--- src/ces_defines.vh ---
`ifndef CES_DEFINES_VH
`define CES_DEFINES_VH

// APB register byte offsets
`define CES_ADDR_W            8
`define CES_OFF_CODE          8'h00
`define CES_OFF_FLAGS         8'h04
`define CES_OFF_MEM_LOC       8'h08
`define CES_OFF_BUS_LOC       8'h0C
`define CES_OFF_IRQ_STS       8'h10
`define CES_OFF_IRQ_MSK       8'h14
`define CES_OFF_STATE         8'h18

// Error flag word bit positions
`define CES_FLG_MEM           15
`define CES_FLG_BUS           14
`define CES_FLG_IOSET         10

// Memory error location bit positions
`define CES_MLOC_PROG         0
`define CES_MLOC_SETUP        4
`define CES_MLOC_FLASH        10
`define CES_MLOC_ANALOG       13
`define CES_MLOC_DM           14

// Error codes
`define CES_CODE_NONE         16'h0000
`define CES_CODE_MEM          16'h80F1
`define CES_CODE_BUS          16'h80C0
`define CES_CODE_BUS_SYNC     16'h80CD
`define CES_CODE_BUS_ENDC     16'h80CE
`define CES_CODE_BUS_UNDET    16'h80CF
`define CES_CODE_IOSET        16'h80E0
`define CES_CODE_DUP          16'h80E9
`define CES_CODE_TOO_MANY     16'h80E1
`define CES_CODE_USER_FATAL_ALARM_INSTRUCTION_BASE    16'hC100

// Bus error kinds and location fill bytes
`define CES_BUS_SLOT          2'h0
`define CES_BUS_SYNC          2'h1
`define CES_BUS_ENDC          2'h2
`define CES_BUS_UNDET         2'h3
`define CES_LOC_SYNC          8'h0D
`define CES_LOC_ENDC          8'h0E
`define CES_LOC_UNDET         8'h0F

// Startup modes
`define CES_MODE_PROGRAM      2'h0
`define CES_MODE_MONITOR      2'h1
`define CES_MODE_RUN          2'h2

// Interrupt status bits
`define CES_IRQ_FATAL         0
`define CES_IRQ_HALT          1
`define CES_IRQ_READY         2

`endif

--- src/ces_top.v ---
// Contract
// RULE1 - Cyclic servicing begins only after every attached module is recognised.
// RULE2 - In run or monitor startup mode the device stays in standby until recognition.
// RULE3 - A startup configuration error sends the device to a lit-error standby until power cycles.
// RULE4 - Startup standby shows all indicators off; a fatal error shows ready and error lit, run off.
// RULE5 - Of simultaneous errors only the most serious code is stored in the error-code word.
// RULE6 - A fatal error clears I/O memory unless raised by the user fatal-alarm instruction.
// RULE7 - When operation stops every output is turned off.
// RULE8 - A memory fault records code 80F1, sets flag bit 15 and one memory location bit.
// RULE9 - Memory location bits are 0 program, 4 setup, 10 flash, 13 analog data, 14 stored DM.
// RULE10 - A bus transfer failure or missing end cover sets flag bit 14 and a bus error code.
// RULE11 - A bus error stores slot number in the low byte and rack number in the high byte.
// RULE12 - Both bytes hold 0D for sync error, 0E for missing end cover, 0F for unknown slot.
// RULE13 - Error words and flags are cleared at reset and set only by detected errors.
//
// Our own choices: the register offsets and the APB slave port.
`timescale 1ns/100ps
`default_nettype none
`include "ces_defines.vh"
module ces_top (
  input  wire                     ref_clk,
  input  wire                     rst_b,
  input  wire                     psel,
  input  wire                     penable,
  input  wire                     pwrite,
  input  wire [`CES_ADDR_W-1:0]   paddr,
  input  wire [31:0]              pwdata,
  output reg  [31:0]              prdata,
  output reg                      pready,
  output reg                      pslverr,
  input  wire                     modules_recognised,
  input  wire [1:0]               startup_mode,
  input  wire                     too_many_io_err,
  input  wire                     unit_number_err,
  input  wire                     dup_number_err,
  input  wire                     io_setting_err,
  input  wire [4:0]               mem_fault,
  input  wire                     bus_fault,
  input  wire [1:0]               bus_fault_kind,
  input  wire [3:0]               bus_fault_slot,
  input  wire                     bus_fault_rack,
  input  wire                     user_fatal_alarm_instruction,
  input  wire [8:0]               user_fatal_alarm_number,
  output reg                      ready_led,
  output reg                      run_led,
  output reg                      err_led,
  output reg                      cyclic_active,
  output reg                      outputs_on,
  output reg                      io_mem_clear,
  output reg                      irq
);
  localparam [3:0] ST_STANDBY = 4'h1;
  localparam [3:0] ST_RUN     = 4'h2;
  localparam [3:0] ST_FATAL   = 4'h4;
  localparam [3:0] ST_HALT    = 4'h8;

  reg  [3:0]  state;
  reg  [3:0]  next_state;
  reg  [15:0] err_code;
  reg  [15:0] next_err_code;
  reg  [15:0] err_flags;
  reg  [15:0] next_err_flags;
  reg  [15:0] mem_loc;
  reg  [15:0] next_mem_loc;
  reg  [15:0] bus_loc;
  reg  [15:0] next_bus_loc;
  reg  [2:0]  irq_sts;
  reg  [2:0]  next_irq_sts;
  reg  [2:0]  irq_msk;
  reg  [2:0]  evt;
  wire        recog_s;
  wire [1:0]  mode_s;
  wire [15:0] prio_code;
  wire        prio_user_fatal_alarm_instruction;
  wire        mem_any;
  wire        startup_err;
  wire        fatal_evt;
  wire        apb_setup;
  wire        apb_done;
  wire        rd_sts_clr;
  wire        wr_msk;
  wire        mode_runs;

  ces_sync #(
    .W (3)
  ) u_sync (
    .ref_clk  (ref_clk),
    .rst_b    (rst_b),
    .async_in ({startup_mode, modules_recognised}),
    .sync_out ({mode_s, recog_s})
  );

  assign mem_any     = |mem_fault;
  assign startup_err = too_many_io_err | unit_number_err |
                       dup_number_err | io_setting_err;
  assign fatal_evt   = mem_any | bus_fault | user_fatal_alarm_instruction;
  assign mode_runs   = (mode_s == `CES_MODE_RUN) ||
                       (mode_s == `CES_MODE_MONITOR);

  ces_prio u_prio (
    .mem_err      (mem_any),
    .bus_err      (bus_fault),
    .bus_kind     (bus_fault_kind),
    .ioset_err    (io_setting_err),
    .dup_err      (dup_number_err | unit_number_err),
    .too_many_err (too_many_io_err),
    .user_fatal_alarm_instruction_err     (user_fatal_alarm_instruction),
    .user_fatal_alarm_instruction_num     (user_fatal_alarm_number),
    .code         (prio_code),
    .user_fatal_alarm_instruction_only    (prio_user_fatal_alarm_instruction)
  );

  // Bus error location word
  function [15:0] bus_loc_word;
    input [1:0] kind;
    input [3:0] slot;
    input       rack;
    begin
      case (kind)
        `CES_BUS_SYNC:  bus_loc_word = {`CES_LOC_SYNC, `CES_LOC_SYNC};
        `CES_BUS_ENDC:  bus_loc_word = {`CES_LOC_ENDC, `CES_LOC_ENDC};
        `CES_BUS_UNDET: bus_loc_word = {`CES_LOC_UNDET, `CES_LOC_UNDET};
        default:        bus_loc_word = {7'h00, rack, 4'h0, slot};
      endcase
    end
  endfunction

  // Memory location bits from fault vector
  function [15:0] mem_loc_bits;
    input [4:0] f;
    begin
      mem_loc_bits = 16'h0000;
      mem_loc_bits[`CES_MLOC_PROG]   = f[0];
      mem_loc_bits[`CES_MLOC_SETUP]  = f[1];
      mem_loc_bits[`CES_MLOC_FLASH]  = f[2];
      mem_loc_bits[`CES_MLOC_ANALOG] = f[3];
      mem_loc_bits[`CES_MLOC_DM]     = f[4];
    end
  endfunction

  // Operating state sequence
  always @* begin
    next_state = state;
    evt        = 3'h0;
    case (state)
      ST_STANDBY: begin
        if (startup_err) begin
          next_state        = ST_HALT; // [RULE3]
          evt[`CES_IRQ_HALT] = 1'b1;
        end else if (fatal_evt) begin
          next_state          = ST_FATAL;
          evt[`CES_IRQ_FATAL] = 1'b1;
        end else if (recog_s) begin
          next_state          = ST_RUN; // [RULE1] [RULE2]
          evt[`CES_IRQ_READY] = 1'b1;
        end
      end
      ST_RUN: begin
        if (fatal_evt) begin
          next_state          = ST_FATAL;
          evt[`CES_IRQ_FATAL] = 1'b1;
        end
      end
      ST_FATAL: next_state = ST_FATAL;
      ST_HALT:  next_state = ST_HALT; // [RULE3]
      default:  next_state = ST_STANDBY;
    endcase
  end

  // Error capture on the entering edge of a stop state
  always @* begin
    next_err_code  = err_code;
    next_err_flags = err_flags;
    next_mem_loc   = mem_loc;
    next_bus_loc   = bus_loc;
    if (evt[`CES_IRQ_FATAL] || evt[`CES_IRQ_HALT]) begin
      next_err_code = prio_code; // [RULE5] [RULE8] [RULE10]
      if (mem_any) begin
        next_err_flags[`CES_FLG_MEM] = 1'b1; // [RULE8]
        next_mem_loc = mem_loc | mem_loc_bits(mem_fault); // [RULE9]
      end
      if (bus_fault) begin
        next_err_flags[`CES_FLG_BUS] = 1'b1; // [RULE10]
        next_bus_loc = bus_loc_word(bus_fault_kind, bus_fault_slot,
                                    bus_fault_rack); // [RULE11] [RULE12]
      end
      if (io_setting_err) begin
        next_err_flags[`CES_FLG_IOSET] = 1'b1;
      end
    end
  end

  // APB handshake: no wait cycle, data registered
  assign apb_setup  = psel & ~penable;
  assign apb_done   = psel & penable & pready;
  assign rd_sts_clr = apb_done & ~pwrite & (paddr == `CES_OFF_IRQ_STS);
  assign wr_msk     = apb_done & pwrite & (paddr == `CES_OFF_IRQ_MSK);

  // Sticky status, set wins over read clear
  always @* begin
    next_irq_sts = rd_sts_clr ? evt : (irq_sts | evt);
  end

  always @(posedge ref_clk) begin
    if (!rst_b) begin
      state     <= ST_STANDBY;
      err_code  <= `CES_CODE_NONE; // [RULE13]
      err_flags <= 16'h0000;
      mem_loc   <= 16'h0000;
      bus_loc   <= 16'h0000;
      irq_sts   <= 3'h0;
      irq_msk   <= 3'h0;
      irq       <= 1'b0;
    end else begin
      state     <= next_state;
      err_code  <= next_err_code;
      err_flags <= next_err_flags;
      mem_loc   <= next_mem_loc;
      bus_loc   <= next_bus_loc;
      irq_sts   <= next_irq_sts;
      if (wr_msk) begin
        irq_msk <= pwdata[2:0];
      end
      irq <= |(next_irq_sts & (wr_msk ? pwdata[2:0] : irq_msk));
    end
  end

  // Indicators and output control
  always @(posedge ref_clk) begin
    if (!rst_b) begin
      ready_led     <= 1'b0;
      run_led       <= 1'b0;
      err_led       <= 1'b0;
      cyclic_active <= 1'b0;
      outputs_on    <= 1'b0;
      io_mem_clear  <= 1'b0;
    end else begin
      case (next_state)
        ST_STANDBY: begin
          ready_led <= 1'b0; // [RULE4]
          run_led   <= 1'b0;
          err_led   <= 1'b0;
        end
        ST_RUN: begin
          ready_led <= 1'b1;
          run_led   <= mode_runs;
          err_led   <= 1'b0;
        end
        ST_FATAL: begin
          ready_led <= 1'b1; // [RULE4]
          run_led   <= 1'b0;
          err_led   <= 1'b1;
        end
        ST_HALT: begin
          ready_led <= 1'b0;
          run_led   <= 1'b0;
          err_led   <= 1'b1; // [RULE3]
        end
        default: begin
          ready_led <= 1'b0;
          run_led   <= 1'b0;
          err_led   <= 1'b0;
        end
      endcase
      cyclic_active <= (next_state == ST_RUN); // [RULE1]
      outputs_on    <= (next_state == ST_RUN) & mode_runs; // [RULE7]
      io_mem_clear  <= evt[`CES_IRQ_FATAL] & ~prio_user_fatal_alarm_instruction; // [RULE6]
    end
  end

  // APB read data and answer
  always @(posedge ref_clk) begin
    if (!rst_b) begin
      prdata  <= 32'h00000000;
      pready  <= 1'b0;
      pslverr <= 1'b0;
    end else begin
      pready  <= apb_setup;
      pslverr <= 1'b0;
      if (apb_setup) begin
        prdata <= 32'h00000000;
        case (paddr)
          `CES_OFF_CODE:    prdata <= {16'h0000, err_code};
          `CES_OFF_FLAGS:   prdata <= {16'h0000, err_flags};
          `CES_OFF_MEM_LOC: prdata <= {16'h0000, mem_loc};
          `CES_OFF_BUS_LOC: prdata <= {16'h0000, bus_loc};
          `CES_OFF_IRQ_STS: prdata <= {29'h00000000, irq_sts};
          `CES_OFF_IRQ_MSK: prdata <= {29'h00000000, irq_msk};
          `CES_OFF_STATE:   prdata <= {28'h0000000, state};
          default:          pslverr <= 1'b1;
        endcase
        if (pwrite && paddr != `CES_OFF_IRQ_MSK) begin
          pslverr <= 1'b1;
        end
      end
    end
  end
endmodule
`default_nettype wire

--- src/ces_sync.v ---
`timescale 1ns/100ps
`default_nettype none
module ces_sync #(
  parameter W = 1
) (
  input  wire         ref_clk,
  input  wire         rst_b,
  input  wire [W-1:0] async_in,
  output reg  [W-1:0] sync_out
);
  reg [W-1:0] stage1;
  reg [W-1:0] stage2;
  reg [W-1:0] stage3;

  // Change accepted once second and third stages agree
  always @(posedge ref_clk) begin
    if (!rst_b) begin
      stage1   <= {W{1'b0}};
      stage2   <= {W{1'b0}};
      stage3   <= {W{1'b0}};
      sync_out <= {W{1'b0}};
    end else begin
      stage1 <= async_in;
      stage2 <= stage1;
      stage3 <= stage2;
      if (stage2 == stage3) begin
        sync_out <= stage3;
      end
    end
  end
endmodule
`default_nettype wire

--- src/ces_prio.v ---
`timescale 1ns/100ps
`default_nettype none
`include "ces_defines.vh"
module ces_prio (
  input  wire        mem_err,
  input  wire        bus_err,
  input  wire [1:0]  bus_kind,
  input  wire        ioset_err,
  input  wire        dup_err,
  input  wire        too_many_err,
  input  wire        user_fatal_alarm_instruction_err,
  input  wire [8:0]  user_fatal_alarm_instruction_num,
  output reg  [15:0] code,
  output reg         user_fatal_alarm_instruction_only
);
  // Most serious error first
  always @* begin
    user_fatal_alarm_instruction_only = 1'b0;
    if (mem_err) begin
      code = `CES_CODE_MEM;
    end else if (bus_err) begin
      case (bus_kind)
        `CES_BUS_SYNC:  code = `CES_CODE_BUS_SYNC;
        `CES_BUS_ENDC:  code = `CES_CODE_BUS_ENDC;
        `CES_BUS_UNDET: code = `CES_CODE_BUS_UNDET;
        default:        code = `CES_CODE_BUS;
      endcase
    end else if (ioset_err) begin
      code = `CES_CODE_IOSET;
    end else if (dup_err) begin
      code = `CES_CODE_DUP;
    end else if (too_many_err) begin
      code = `CES_CODE_TOO_MANY;
    end else if (user_fatal_alarm_instruction_err) begin
      code      = `CES_CODE_USER_FATAL_ALARM_INSTRUCTION_BASE + {7'h00, user_fatal_alarm_instruction_num};
      user_fatal_alarm_instruction_only = 1'b1;
    end else begin
      code = `CES_CODE_NONE;
    end
  end
endmodule
`default_nettype wire

--- config.mk ---
export PLATFORM = sky130hd
export DESIGN_NAME = ces_top
export DESIGN_NICKNAME = d
export VERILOG_FILES = /design/src/ces_top.v /design/src/ces_sync.v /design/src/ces_prio.v
export VERILOG_INCLUDE_DIRS = /design/src
export SDC_FILE = /design/constraint.sdc
export NUM_CORES = 1
export LEC_CHECK = 0
export ABC_AREA = 1
export BUFFER_PORTS_ARGS = -buffer_cell sky130_fd_sc_hd__buf_4
export CAP_MARGIN = 10
export CORE_MARGIN = 2
export CORE_UTILIZATION = 50
export DETAILED_ROUTE_END_ITERATION = 7
export GPL_ROUTABILITY_DRIVEN = 0
export PLACE_DENSITY = 0.89
export SYNTH_ARGS = -nofsm -noshare
export SYNTH_HDL_FRONTEND = slang
export SYNTH_SLANG_ARGS = --single-unit
--- constraint.sdc ---
create_clock -name ref_clk -period 1.9 [get_ports ref_clk]
set_input_delay 0.38 -clock ref_clk [delete_from_list [all_inputs] [get_ports ref_clk]]
set_output_delay 0.38 -clock ref_clk [all_outputs]
set_load 0.005 [all_outputs]
==> impl_summary.txt, run 1 <==
----------------------------------------------------
[Logic synthesis]
  Synth Cell Area ... 3370 sq um
  Commonest register cell after synthesis ... dfxtp_1
  Top cell type by total area after synthesis ... dfxtp_1
  Synthesized-area fraction occupied by and/or/nand/nor cells ... 0.301
  Synth unique cells ... 35
  Synthesized-area fraction occupied by adder cells ... 0
  Yosys synthesis warning count ... 0
  Mux cell area share after synthesis ... 0
  Cell types with the largest area share after synthesis ... dfxtp_1 43%, nand2_1 14%, a21oi_1 7.1%
  EDFF count, synth ... 0
  Async set-or-reset flop fraction in the synthesized netlist ... 0
  Compound-cell area share of the yosys netlist ... 0.135
  Post-synthesis share of cell area spent on xor and xnor gates ... 0.00779
  Seq/Total Area, Yosys ... 0.433
  Yosys top cell area share ... 0.433
  Flip-flop and latch count after synthesis ... 73
  Mean instance size in the synthesized netlist ... 7.09 sq um
  Main combinational cell family by area after synthesis ... simple AND/OR/NAND/NOR gates
  Number of standard cells after synthesis ... 476

[Timing]
  Setup TNS ... 0 ns
  Achievable clock frequency ... 593 MHz
  Final Hold Viols ... 0
  Unrepaired setup endpoints after global routing ... no
  Min setup slack post-route ... 0.214 ns
  Max-slew violation total from the final report ... 0
  Number of setup violations in the final report ... 0
  Final critical-path share of the clock period ... 0.887
  Worst Skew ... 0.00604 ns
  Final critical-path required period ... 1.69 ns

[Final layout]
  Most used cells in the layout excluding fill and tap cells ... 124 x nand2_1, 77 x buf_4, 73 x dfxtp_1, 50 x inv_1, 48 x a21oi_1
  Fill count ... 535
  Number of antenna repair diodes ... 0
  Fraction of final layout cells with drive strength greater than 1 ... 0.217
  Most common cell after layout, fill and taps aside ... nand2_1
  Final net count ... 624
  Post-route cell area ... 4130 sq um
  Finished Core Util ... 0.643
  Area grow syn2layout ... 22.4%

[Setup path]
  Classification of the worst setup path ... reg2reg
  Largest stage delay on the critical path ... 0.34 ns
  Crit end category ... register
  Required time of the critical path ... 2.18 ns
  Crit path DAT ... 1.97 ns
  Critical-path cell list ... inv_1, nor2_1, nand2_2, o21ai_2, nand2_2, nand2_8, nand2_2, nand2_1, nand2_1, nor2_1
  Critical Path Fanout Max ... 31
  Launching element type of the critical path ... register
  Cell mode on critical path ... nand2_2
  Critical-path top delay cell ... dfxtp_1
  Number of buffer and inverter stages on the critical path ... 1
  Register-to-register setup slack ... 0.21 ns
  Kind of cell adding the most delay to the critical path ... simple AND/OR/NAND/NOR gates

[Die]
  Height of the die ... 86.2 um
  Core Rows ... 29
  Die Outline Area ... 7420 sq um
  Starting Density ... 0.525
  Top-Level Pins ... 116
  Width of the die ... 86.2 um
  Floorplan core area ... 6420 sq um

[Routing]
  1st-iter DRT viols ... 242
  Via density ... 5.18
  ANT nets after route ... 0
  Post-route DRC violation count ... 0
  WL/cell ... 12.8 um
  Initial DRT Pass Iterations ... 5
  Total wirelength of the detailed-routed design ... 8050 um
  Total vias in the final route ... 3,263

[Place]
  Post-Place Worst Slack ... 0.0998 ns
  Placement Cell Area ... 3910 sq um
  IO Port Bufs ... 69
  Detailed Place HPWL ... 5830 um

[Global route]
  Largest net degree at the start of global routing ... 32
  All-Layer GR Usage ... 0.220
  Antenna violations before repair ... 0
  Via count of the first global-routing pass ... 3,077
  Global-route wire length before repair ... 13,000 um
  Total congestion overflow ... 0

[CTS]
  H-Tree Level Count ... 3
  Buffer cell driving the clock tree root ... clkbuf_8
  Clock tree buffer depth ... 2
  TritonCTS buffer count ... 9
  Clock input transition at the sequential cells of the worst setup and hold paths ... 0.07 ns
  TritonCTS clock tree ... done
  Sink count of the clock tree ... 73
  Clock latency on the worst-skew pair ... 0.35 ns

[Outcome]
  Outcome ... finished, final reports clean

[Run]
  Max-cap violations ... 0

[Power]
  Leakage power of the design ... 0.00197 uW
  Power per standard cell area ... 849 nW/um^2
  Maximum ir drop on the vdd rail ... 0.680 mV

[Min path]
  Hold Path Class ... in2reg

----------------------------------------------------
[cells in the mapped netlist (2+ instances only)]
cell,instances
a21oi_1,48
a21oi_2,4
buf_2,4
buf_4,18
buf_6,2
clkbuf_1,6
dfxtp_1,73
inv_1,50
inv_2,3
nand2_1,124
nand2_2,4
nand3_1,35
nand3_2,3
nand4_1,3
nor2_1,46
nor2_2,6
nor2_4,3
nor3_1,6
o211ai_1,2
o21ai_0,14
o21ai_1,5
o21ai_2,2
o21bai_1,2
xor2_1,2
[power breakdown]
| part | switching, uW | internal (uW) |
|---|---|---|
| logic | 313 | 187 |
| registers | 49.1 | 1630 |
| clock network | 563 | 765 |
[registers in the layout, indices dropped and copies added (netlist names)]
signal           cells
u_sync.stage2        3
u_sync.stage1        3
bus_loc              7
pslverr              1
ready_led            1
outputs_on           1
irq_msk              3
u_sync.sync_out      3
irq_sts              3
prdata              15
irq                  1
mem_loc              5
run_led              1
err_code            12
io_mem_clear         1
err_flags            3
u_sync.stage3        3
err_led              1
state                4
cyclic_active        1
pready               1
[per-stage QoR]
step | hold WS, ns | std cells | total power [uW]
2_1_floorplan | 0.390 | 492 | 2060
3_3_place_gp | 0.392 | 615 | 2170
3_5_place_dp | 0.405 | 615 | 2190
4_1_cts | 0.198 | 630 | 3500
5_1_grt | 0.205 | 630 | 3660
6_report | 0.205 | 630 | 3510
[layer usage]
layer | wire length (um) | GRT usage | vias to the layer above
met5 | 0 | 0 | -
met4 | 136 | 0.0693 | 0
met3 | 572 | 0.0741 | 23
met2 | 3920 | 0.378 | 142
met1 | 3420 | 0.257 | 1472
li1 | - | - | 1626
[worst paths after layout]
check	startpoint	to	cells past startpoint
setup / recovery	state[0]	bus_loc[3]	10
hold / removal	modules_recognised	u_sync.stage1[0]	3
setup reg to reg	state[0]	bus_loc[3]	10
hold reg to reg	u_sync.stage1[1]	u_sync.stage2[1]	2
[final cells by class]
type                    count  area, sq um  area share
clock buffers              10          138      0.0333
repair buffers             77          578       0.140
well taps                  77         96.3      0.0233
clock inverters             5         80.1      0.0194
multi-input cells         334         1570       0.381
inverters                  54          205      0.0497
flip-flops and latches     73         1460       0.354
[what timing repair did]
item                       CTS  global route
gates resized for setup      0             1
buffers inserted             0             0
hold endpoints to repair     0             0
setup endpoints to repair    0             3
hold buffers                 0             0
[worst register-to-register path: cells and delay by family, from the launching register on]
family                 cells  cell delay, ns
and+or+nand+nor            8            1.06
DFF                        1            0.34
buffers and inverters      1            0.08
AOI/OAI and AO/OA          1            0.16
[cell families after synthesis]
| kind of cell | Yosys count |
|---|---|
| AOI/OAI and AO/OA | 82 |
| xor gates and xnor gates | 3 |
| buffers and inverters | 85 |
| DFF | 73 |
| and+or+nand+nor | 232 |
| other | 1 |
No activity file was read; power rests on OpenSTA's default activity.
==> run 2, diff against run 1 <==
Settings changed: REMOVE_ABC_BUFFERS set to 1.
==> run 2 against run 1 <==
Effect of this change:
- clock power decreased by 9%
- largest cell class unchanged
- critical path type unchanged
- clock skew up 0.0011 ns
- combinational power increased by 2%
- die area stayed put
==> impl_summary.txt, run 2 (same netlist as run 1, synthesis figures left out) <==
----------------------------------------------------
[Die]
  Height of the die ... 86.2 um
  Starting Density ... 0.525
  Floorplan core area ... 6420 sq um
  Top-Level Pins ... 116
  Width of the die ... 86.2 um
  Die Outline Area ... 7420 sq um
  Core Rows ... 29

[Final layout]
  Final net count ... 624
  Register bank with the most flops ... prdata
  Flip-flop count of the largest register after layout ... 15
  Biggest regs ... prdata x15, err_code x12, bus_loc x7
  Number of antenna repair diodes ... 0
  Finished Core Util ... 0.643
  Post-Layout Cell Count ... 630
  Area grow syn2layout ... 22.3%
  Fraction of final layout cells with drive strength greater than 1 ... 0.213
  Most common cell after layout, fill and taps aside ... nand2_1
  Most used cells in the layout excluding fill and tap cells ... 124 x nand2_1, 75 x buf_4, 73 x dfxtp_1, 50 x inv_1, 48 x a21oi_1

[Routing]
  Post-route DRC violation count ... 0
  WL/cell ... 12.7 um
  Via density ... 5.17
  ANT nets after route ... 0
  Total wirelength of the detailed-routed design ... 8020 um
  Total vias in the final route ... 3,254
  1st-iter DRT viols ... 254
  Initial DRT Pass Iterations ... 4

[Place]
  IO Port Bufs ... 69
  Detailed Place HPWL ... 5760 um
  Placed insts ... 615
  Post-Place Worst Slack ... 0.175 ns

[Setup path]
  Critical Path Fanout Max ... 18
  Cell mode on critical path ... inv_1
  Required time of the critical path ... 2.14 ns
  Critical-path top delay cell ... dfxtp_1
  Number of buffer and inverter stages on the critical path ... 3
  Kind of cell adding the most delay to the critical path ... simple AND/OR/NAND/NOR gates
  Crit path DAT ... 1.81 ns
  Crit end category ... register
  Critical-path cell list ... nor2_2, nand2_2, inv_1, nand2_1, nand2_4, buf_12, o21ai_0, inv_1
  Classification of the worst setup path ... reg2reg
  Launching element type of the critical path ... register
  Largest stage delay on the critical path ... 0.40 ns

[Timing]
  Number of setup violations in the final report ... 0
  Final critical-path required period ... 1.57 ns
  Final critical-path share of the clock period ... 0.827
  Setup TNS ... 0 ns
  Normalized max-slew margin ... 0.653
  Final Hold Viols ... 0
  Max-slew violation total from the final report ... 0
  Unrepaired setup endpoints after global routing ... no
  Min setup slack post-route ... 0.329 ns
  Achievable clock frequency ... 637 MHz
  Slew @ Worst Pin ... 0.520 ns
  Worst Skew ... 0.00715 ns

[Power]
  Combinational fraction of design power ... 0.150
  Internal Power ... 2500 uW
  Leakage power of the design ... 0.00196 uW
  Maximum ir drop on the vdd rail ... 0.585 mV
  PnR Total Power ... 3400 uW
  Switching share of total power ... 0.264
  Switching power ... 898 uW
  Fraction of power consumed by sequential logic ... 0.493
  Relative contribution of the clock network to total power ... 0.357
  Power per standard cell area ... 825 nW/um^2

[CTS]
  Sink count of the clock tree ... 73
  Number of hold-repair buffers added at the cts stage ... 0
  TritonCTS clock tree ... done
  Clock tree buffer depth ... 2
  Post-CTS sizing ... 0
  Clock latency on the worst-skew pair ... 0.34 ns
  Buffer cell driving the clock tree root ... clkbuf_8
  Post-CTS setup repair buffer count ... 0
  TritonCTS buffer count ... 9
  H-Tree Level Count ... 3
  Clock input transition at the sequential cells of the worst setup and hold paths ... 0.07 ns

[Global route]
  Antenna violations before repair ... 0
  Largest net degree at the start of global routing ... 42
  All-Layer GR Usage ... 0.223
  Via count of the first global-routing pass ... 2,999
  Total congestion overflow ... 0
  Global-route wire length before repair ... 13,100 um

[Outcome]
  Outcome ... finished, final reports clean

[Min path]
  Hold Path Class ... in2reg

[Run]
  Max-cap violations ... 0

----------------------------------------------------
==> run 2: changes by cell type in the layout (fill, tap and decap cells not counted), sizes merged <==
| cell | previous run | this run |
|---|---|---|
| bufinv | 2 | 1 |
| clkbuf | 10 | 13 |
| clkinv | 1 | 0 |
| clkinvlp | 2 | 1 |
==> run 2: final timing paths <==
kind / cells after the start / from / slack, ns / to
max: 8 / state[2] / 0.33 / err_code[15]
min: 3 / modules_recognised / 0.22 / u_sync.stage1[0]
max reg2reg: 8 / state[2] / 0.33 / err_code[15]
min reg2reg: 2 / u_sync.stage1[0] / 0.41 / u_sync.stage2[0]
==> run 2: final cells by class <==
class | count | area [sq um]
Inverter | 54 | 205
Clock inverter | 2 | 37.5
Multi-Input combinational cell | 334 | 1560
Fill cell | 537 | 2300
Tap cell | 77 | 96.3
Sequential cell | 73 | 1460
Clock buffer | 13 | 159
Timing Repair Buffer | 77 | 603
==> run 2: metal layers <==
metal / wire, um / vias to the layer above / GRT usage / share of wire
met5: 0 / - / 0 / 0
met4: 252 / 0 / 0.123 / 0.031
met3: 617 / 21 / 0.0385 / 0.077
met2: 3750 / 131 / 0.371 / 0.47
met1: 3400 / 1480 / 0.273 / 0.42
li1: - / 1622 / - / -
==> run 2: stage by stage <==
step,hold WS [ns],area (sq um)
after floorplan,0.390,3230
after global placement,0.393,3930
after detailed placement,0.396,3930
after CTS,0.208,4130
after global routing,0.218,4130
final,0.217,4130
==> run 2: power by group through the flow <==
stage / registers [uW] / logic (uW) / clock network, uW
after floorplan: 1700 / 288 / 0
after global placement: 1710 / 487 / 0
after detailed placement: 1710 / 503 / 0
after CTS: 1680 / 508 / 1230
after global routing: 1690 / 569 / 1290
final: 1680 / 512 / 1210
==> run 2: worst reg2reg max path, delay by kind of cell (launching register included) <==
family	cells	cell delay, ns
AO/OA/AOI/OAI	1	0.18
buffers and inverters	3	0.31
flip-flops	1	0.40
AND/OR/NAND/NOR	4	0.57
